## config.mk

```make
export PLATFORM = sky130hd
export DESIGN_NAME = exmaa_ack
export DESIGN_NICKNAME = d
export VERILOG_FILES = /design/src/rtl/outside_master_auto_ack_en_pkg.sv /design/src/rtl/outside_master_auto_ack_en_ack.sv
export SDC_FILE = /design/constraint.sdc
export NUM_CORES = 1
export LEC_CHECK = 0
export ABC_AREA = 1
export ABC_CLOCK_PERIOD_IN_PS = 1200
export BUFFER_PORTS_ARGS = -buffer_cell sky130_fd_sc_hd__buf_2
export CAP_MARGIN = 0
export CORE_MARGIN = 5
export CORE_UTILIZATION = 40
export CTS_CLUSTER_DIAMETER = 60
export DETAILED_ROUTE_END_ITERATION = 10
export GPL_TIMING_DRIVEN = 0
export HOLD_SLACK_MARGIN = 0.02
export PLACE_DENSITY = 0.72
export SKIP_LAST_GASP = 1
export SLEW_MARGIN = 20
export SYNTH_ARGS = -nofsm -noshare
export SYNTH_HDL_FRONTEND = slang
export SYNTH_SLANG_ARGS = --single-unit
```

## constraint.sdc

```tcl
create_clock -name clk_i -period 1.2 [get_ports clk_i]
set_input_delay 0.06 -clock clk_i [delete_from_list [all_inputs] [get_ports clk_i]]
set_output_delay 0.06 -clock clk_i [all_outputs]
set_load 0.02 [all_outputs]
```

## src/rtl/outside_master_auto_ack_en_pkg.sv

```systemverilog
package exmaa_pkg;

   // Bus widths
   localparam int ADDR_W = 28;                 // Outside master address
   localparam int SIZE_W = 2;                  // Transfer size code
   localparam int WAIT_W = 4;                  // Wait-state field width

   // Values after reset
   localparam logic [ADDR_W-1:0] ADDR_RST = 28'h0000000;
   localparam logic [SIZE_W-1:0] SIZE_RST = 2'h0;
   localparam logic              DIR_RST  = 1'b0;
   localparam logic [WAIT_W-1:0] CNT_RST  = 4'h0;
   localparam logic              ACK_OFF  = 1'b1; // Acknowledge negated
   localparam logic              ACK_ON   = 1'b0; // Acknowledge asserted
   localparam logic              OE_DRIVE = 1'b0; // Pin driven
   localparam logic              OE_FLOAT = 1'b1; // Pin released

   // Counter compare points
   localparam logic [WAIT_W-1:0] WAIT_ZERO = 4'h0;
   localparam logic [WAIT_W-1:0] WAIT_ONE  = 4'h1;

   // Transfer sequencer, one-hot
   typedef enum logic [4:0] {
      ST_IDLE   = 5'h01,  // Watching for transfer start
      ST_DECODE = 5'h02,  // Extra decode clock
      ST_WAIT   = 5'h04,  // Counting wait states, ack negated
      ST_ACK    = 5'h08,  // Acknowledge asserted
      ST_NEGATE = 5'h10   // Ack driven inactive before release
   } exmaa_state_t;

endpackage : exmaa_pkg

```

## src/rtl/outside_master_auto_ack_en_ack.sv

```systemverilog
`timescale 1ns/10ps
module exmaa_ack
   import exmaa_pkg::*;
(
   // Clock and reset
   input  wire logic              clk_i,
   input  wire logic              nrst_i,
   // Outside master bus, synchronous to clk_i
   input  wire logic              xfer_start_n_i,
   input  wire logic [ADDR_W-1:0] addr_i,
   input  wire logic              dir_read_i,
   input  wire logic [SIZE_W-1:0] xfer_size_i,
   // Region decode of the captured address
   input  wire logic              cs_region_hit_i,
   input  wire logic              dram_region_hit_i,
   // Default memory control settings
   input  wire logic              outside_master_auto_ack_en_i,
   input  wire logic [WAIT_W-1:0] wait_state_count_i,
   // Captured transfer attributes
   output logic [ADDR_W-1:0]      addr_cap_o,
   output logic                   dir_read_cap_o,
   output logic [SIZE_W-1:0]      xfer_size_cap_o,
   // Transfer acknowledge pin
   output logic                   xfer_ack_n_o,
   output logic                   xfer_ack_oe_n_o
);

   // Sequencer and counter state
   exmaa_state_t      state_ff;      // Current phase
   exmaa_state_t      nxt_state;
   logic [WAIT_W-1:0] cnt_ff;        // Wait clocks still to run
   logic [WAIT_W-1:0] nxt_cnt;
   // Captured attributes
   logic [ADDR_W-1:0] addr_ff;
   logic [ADDR_W-1:0] nxt_addr;
   logic              dir_ff;
   logic              nxt_dir;
   logic [SIZE_W-1:0] size_ff;
   logic [SIZE_W-1:0] nxt_size;
   // Registered pin drive
   logic              ack_n_ff;
   logic              nxt_ack_n;
   logic              oe_n_ff;
   logic              nxt_oe_n;

   // Default memory is the fallback when no other region claims it
   logic              auto_dflt;
   assign auto_dflt = outside_master_auto_ack_en_i
                    & ~cs_region_hit_i & ~dram_region_hit_i;

   // Next state of the sequencer and the captured attributes
   always_comb begin
      nxt_state = state_ff;
      nxt_cnt   = cnt_ff;
      nxt_addr  = addr_ff;
      nxt_dir   = dir_ff;
      nxt_size  = size_ff;
      case (state_ff)
         ST_IDLE, ST_NEGATE: begin
            // New start may be taken in the negate clock itself, before the release
            if (!xfer_start_n_i) begin
               nxt_addr  = addr_i;
               nxt_dir   = dir_read_i;
               nxt_size  = xfer_size_i;
               nxt_state = ST_DECODE;
            end else begin
               nxt_state = ST_IDLE;
            end
         end
         ST_DECODE: begin
            // Counter only starts after the decode clock
            if (!auto_dflt) begin
               nxt_state = ST_IDLE;
            end else if (wait_state_count_i == WAIT_ZERO) begin
               nxt_state = ST_ACK;
            end else begin
               nxt_cnt   = wait_state_count_i;
               nxt_state = ST_WAIT;
            end
         end
         ST_WAIT: begin
            // Last wait clock hands over to the acknowledge
            if (cnt_ff == WAIT_ONE) begin
               nxt_state = ST_ACK;
            end
            nxt_cnt = cnt_ff - WAIT_ONE;
         end
         ST_ACK: begin
            // Single transfers end on the first acknowledge
            nxt_state = ST_NEGATE;
         end
         default: begin
            nxt_state = ST_IDLE;
         end
      endcase
   end

   // Pin drive follows the phase being entered, so it is a flop output
   always_comb begin
      nxt_ack_n = ACK_OFF;
      nxt_oe_n  = OE_FLOAT;
      case (nxt_state)
         ST_WAIT: begin
            nxt_oe_n = OE_DRIVE;
         end
         ST_ACK: begin
            nxt_ack_n = ACK_ON;
            nxt_oe_n  = OE_DRIVE;
         end
         ST_NEGATE: begin
            nxt_oe_n = OE_DRIVE;
         end
         default: begin
            // Idle and decode leave the line to a pull-up
            nxt_oe_n = OE_FLOAT;
         end
      endcase
   end

   // Register everything
   always_ff @(posedge clk_i or negedge nrst_i) begin
      if (!nrst_i) begin
         state_ff <= ST_IDLE;
         cnt_ff   <= CNT_RST;
         addr_ff  <= ADDR_RST;
         dir_ff   <= DIR_RST;
         size_ff  <= SIZE_RST;
         ack_n_ff <= ACK_OFF;
         oe_n_ff  <= OE_FLOAT;
      end else begin
         state_ff <= nxt_state;
         cnt_ff   <= nxt_cnt;
         addr_ff  <= nxt_addr;
         dir_ff   <= nxt_dir;
         size_ff  <= nxt_size;
         ack_n_ff <= nxt_ack_n;
         oe_n_ff  <= nxt_oe_n;
      end
   end

   // Outputs straight from flops
   assign addr_cap_o      = addr_ff;
   assign dir_read_cap_o  = dir_ff;
   assign xfer_size_cap_o = size_ff;
   assign xfer_ack_n_o    = ack_n_ff;
   assign xfer_ack_oe_n_o = oe_n_ff;

   logic take_start;
   logic dec_auto;
   assign take_start = (state_ff == ST_IDLE) && !xfer_start_n_i;
   assign dec_auto   = (state_ff == ST_DECODE) && auto_dflt;
endmodule : exmaa_ack

```

==> results by group <==
STA
  – RSZ-0062 raised after global routing: true
  – Final Skew: just over 3 ps
  – Rel. slew slack: 0.6251
  – Final Cycle Share: 1.138
  – Final setup viols: 40
  – Max Slew Vio Count: 0
  – Tmin final: approximately 1400 ps
  – Tightest Pin Transition: 562.4 ps
  – Highest Clock Rate: 732.5 MHz
  – Final worst setup slack: -165.2 ps
  – Final Hold Viols: 0

Yosys
  – Post-Synth Simple-Gate Area: 0.3281
  – Yosys warning count: 0
  – Largest family of logic cells by synthesized area: simple AND/OR/NAND/NOR gates
  – Post-synthesis mux area share: 0
  – #FFs+latches synth: 42
  – Post-Syn Instances: between 200 and 250
  – Mapped Nets: 265
  – Netlist Area Pre-Place: roughly 1800 µm²
  – Adder-cell area share of the yosys netlist: 0.01370
  – Compound-gate portion of the synthesized area: 0.01712
  – Cell variety after synth: 20
  – Synth Area in XOR/XNOR: 0.004795
  – Syn_area_per_cell: 8.229 µm²
  – Register area share after synthesis: 0.5774

Clock network
  – Bufs on Longest Clock Path: 2
  – CTS Root Cell: clkbuf_8
  – CTS sink count: 42
  – CTS buffer count: 5
  – Clock-pin slew on the worst setup and hold paths: 80 ps
  – H-tree lvl count: 2
  – Worst skew pair latency: approximately 290 ps
  – CTS tree: built

Final layout
  – Number of nets in the final layout: 387
  – Seq. cell area: between 1000 and 1500 µm²
  – Area delta synth->final: 63.42%
  – Commonest non-fill, non-tap cell in the layout: nand2_1
  – Layout cell share with drive strength beyond 1: 0.4377
  – Antenna Cells: 0
  – Multi-input logic area: 842.1 µm²
  – Finished Layout Cells: 397
  – Most frequent cells in the layout: nand2_1, buf_2, dfrtp_1, dlygate4sd3_1, nand2_2
  – Fill count: 367

Hold path
  – Hold WC Path Type: in -> reg

GRT
  – Aggregate global routing overflow: 0
  – Vias in the first global route: between 1,500 and 2,000
  – GRT Resource Usage Total: 0.1699
  – Initial antenna violation count: 0
  – First-pass GRT wire length: 8273 µm
  – Largest net degree at the start of global routing: 43

Critical path
  – CP delay by family, top: flip-flops
  – Worst Path Class, Setup: reg -> reg
  – CP Max Fanout: 7
  – WP buf/inv: 3
  – CP peak stage delay: 570 ps
  – Req. time, crit path: 1430 ps
  – CP Launch Type: register
  – Arr. time, crit path: 1590 ps
  – Critical-path cell list: nor2_4 -> inv_2 -> nand2_2 -> nor2_4 -> nand2_4 -> inv_8 -> buf_6 -> nand2_2 -> nand2_1
  – Nature of the critical path endpoint: register
  – Slowest CP cell: dfstp_2

Floorplan
  – I/O Pins: 74
  – Die Y: 77.58 µm
  – Full die area: 6019 µm²
  – CORE AREA: ~4400 µm²
  – Std cell rows: 24
  – Die Width: between 70 and 80 µm
  – Initial core utilization: 0.4167

Power
  – Static Leak: 1.621 nW
  – Gate power share: 0.488
  – Overall power: 6.776 mW
  – Part of the power in the clock network: 0.155
  – Sw Share: 0.4189
  – Pwr dens: 2270 nW/µm²
  – P_int: just under 4 mW
  – Worst VDD drop: 1.157 mV
  – Sequential power share: 0.357
  – P_sw: between 2 and 3 mW

Routing
  – Drt first pass iters: 4
  – Via count: 1,797
  – Vias per inst: 4.526
  – Starting DRT DRC Count: 56
  – Routed wire length: around 5200 µm
  – Post-route DRC: 0
  – Final ANT Viol Nets: 0
  – Wire per inst: 13.02 µm

Status
  – Failing checks: negative setup slack
  – Status: complete, but fails checks

Placement
  – RePlAce Congestion: roughly 0.74
  – Placed Cells: 347
  – Port bufs: 73
  – HPWL after detailed placement: 3007 µm

Run
  – Total of max-cap violations: 0
[timing repair]
item / in CTS / in global routing
pin swaps: 3 / 17
gates cloned: 3 / 1
resized for setup: 14 / 55
hold endpoints to repair: 71 / 0
setup endpoints to repair: 38 / 79
setup buffers: 2 / 3
hold buffers: 33 / 0
[sequential cells by signal, indices dropped and copies added (netlist names)]
register         flops
xfer_ack_oe_n_o      1
addr_cap_o          28
dir_read_cap_o       1
cnt_ff               4
state_ff             5
xfer_size_cap_o      2
xfer_ack_n_o         1
[synth_stat cells (all sizes together)]
master | count | area share
nand2 | 130 | 0.27
dfrtp | 39 | 0.53
inv | 15 | 0.032
nor2 | 12 | 0.030
buf | 6 | 0.027
nand3 | 6 | 0.019
o21ai | 5 | 0.014
dfstp | 3 | 0.043
ha | 2 | 0.014
nand4 | 1 | 0.0034
nor3b | 1 | 0.0041
o22ai | 1 | 0.0034
xnor2 | 1 | 0.0048
[worst register-to-register path: cells and delay by family, from the launching register on]
family / cells / cell delay [ps]
buf+inv: 3 / 280
flops: 1 / 570
simple gates: 6 / 460
[metal layers]
metal / up-vias / GRT usage / wire length, µm
met5: - / 0 / 0
met1: 830 / 0.2076 / 2114
met3: 7 / 0.05093 / 308
met4: 0 / 0.05155 / 55
li1: 912 / - / -
met2: 48 / 0.2880 / 2689
[final timing paths]
path	start	depth (start not counted)	end	slack (ps)
worst max-delay path	state_ff[0]	9	addr_cap_o[7]	-170
worst min-delay path	dram_region_hit_i	3	state_ff[0]	40
worst max register to register	state_ff[0]	9	addr_cap_o[7]	-170
worst min register to register	xfer_size_cap_o[0]	2	xfer_size_cap_o[0]	480
max in group asynchronous	nrst_i	2	state_ff[3]	460
min in group asynchronous	nrst_i	2	addr_cap_o[26]	330
[power groups by stage]
stage | Combinational, mW | Clock [mW] | Sequential [mW]
after floorplan | 1.20 | 0 | 3.04
after global placement | 2.68 | 0 | 2.40
after detailed placement | 2.74 | 0 | 2.39
after CTS | 2.98 | 1.09 | 2.38
after global routing | 3.61 | 1.14 | 2.49
final | 3.31 | 1.05 | 2.42
[logic make-up (layout without fill, tap and decap cells)]
family	Yosys count	after routing
AO/OA/AOI/OAI	6	6
AND/OR/NAND/NOR	150	151
flip-flops	42	42
buffers and inverters	21	143
XOR/XNOR	1	1
adder cells (fa/ha/maj)	2	2
[through the flow]
stage          instance area, µm²  utilization  worst slack, ps  hold WS (ps)  setup TNS [ps]
4_1_cts                      2789       0.6361           -122.8         70.68           -3944
6_report                     2985       0.6809           -165.2         44.51           -5431
5_1_grt                      2985       0.6809           -244.0         62.27           -8567
3_5_place_dp                 2281       0.5203           -179.9         255.2           -5351
2_1_floorplan                1851            -           -55.17        -235.6           -1646
3_3_place_gp                 2281       0.5203           -154.3         246.7           -4802
[final cells by class]
| class | count | share of cell area |
|---|---|---|
| flip-flops and latches | 42 | 0.3537 |
| multi-input cells | 160 | 0.2821 |
| repair buffers | 114 | 0.2590 |
| clock buffers | 8 | 0.03688 |
| plain buffers | 6 | 0.02515 |
| well taps | 52 | 0.02179 |
| inverters | 15 | 0.02137 |
(Power assumes the default switching activity.)
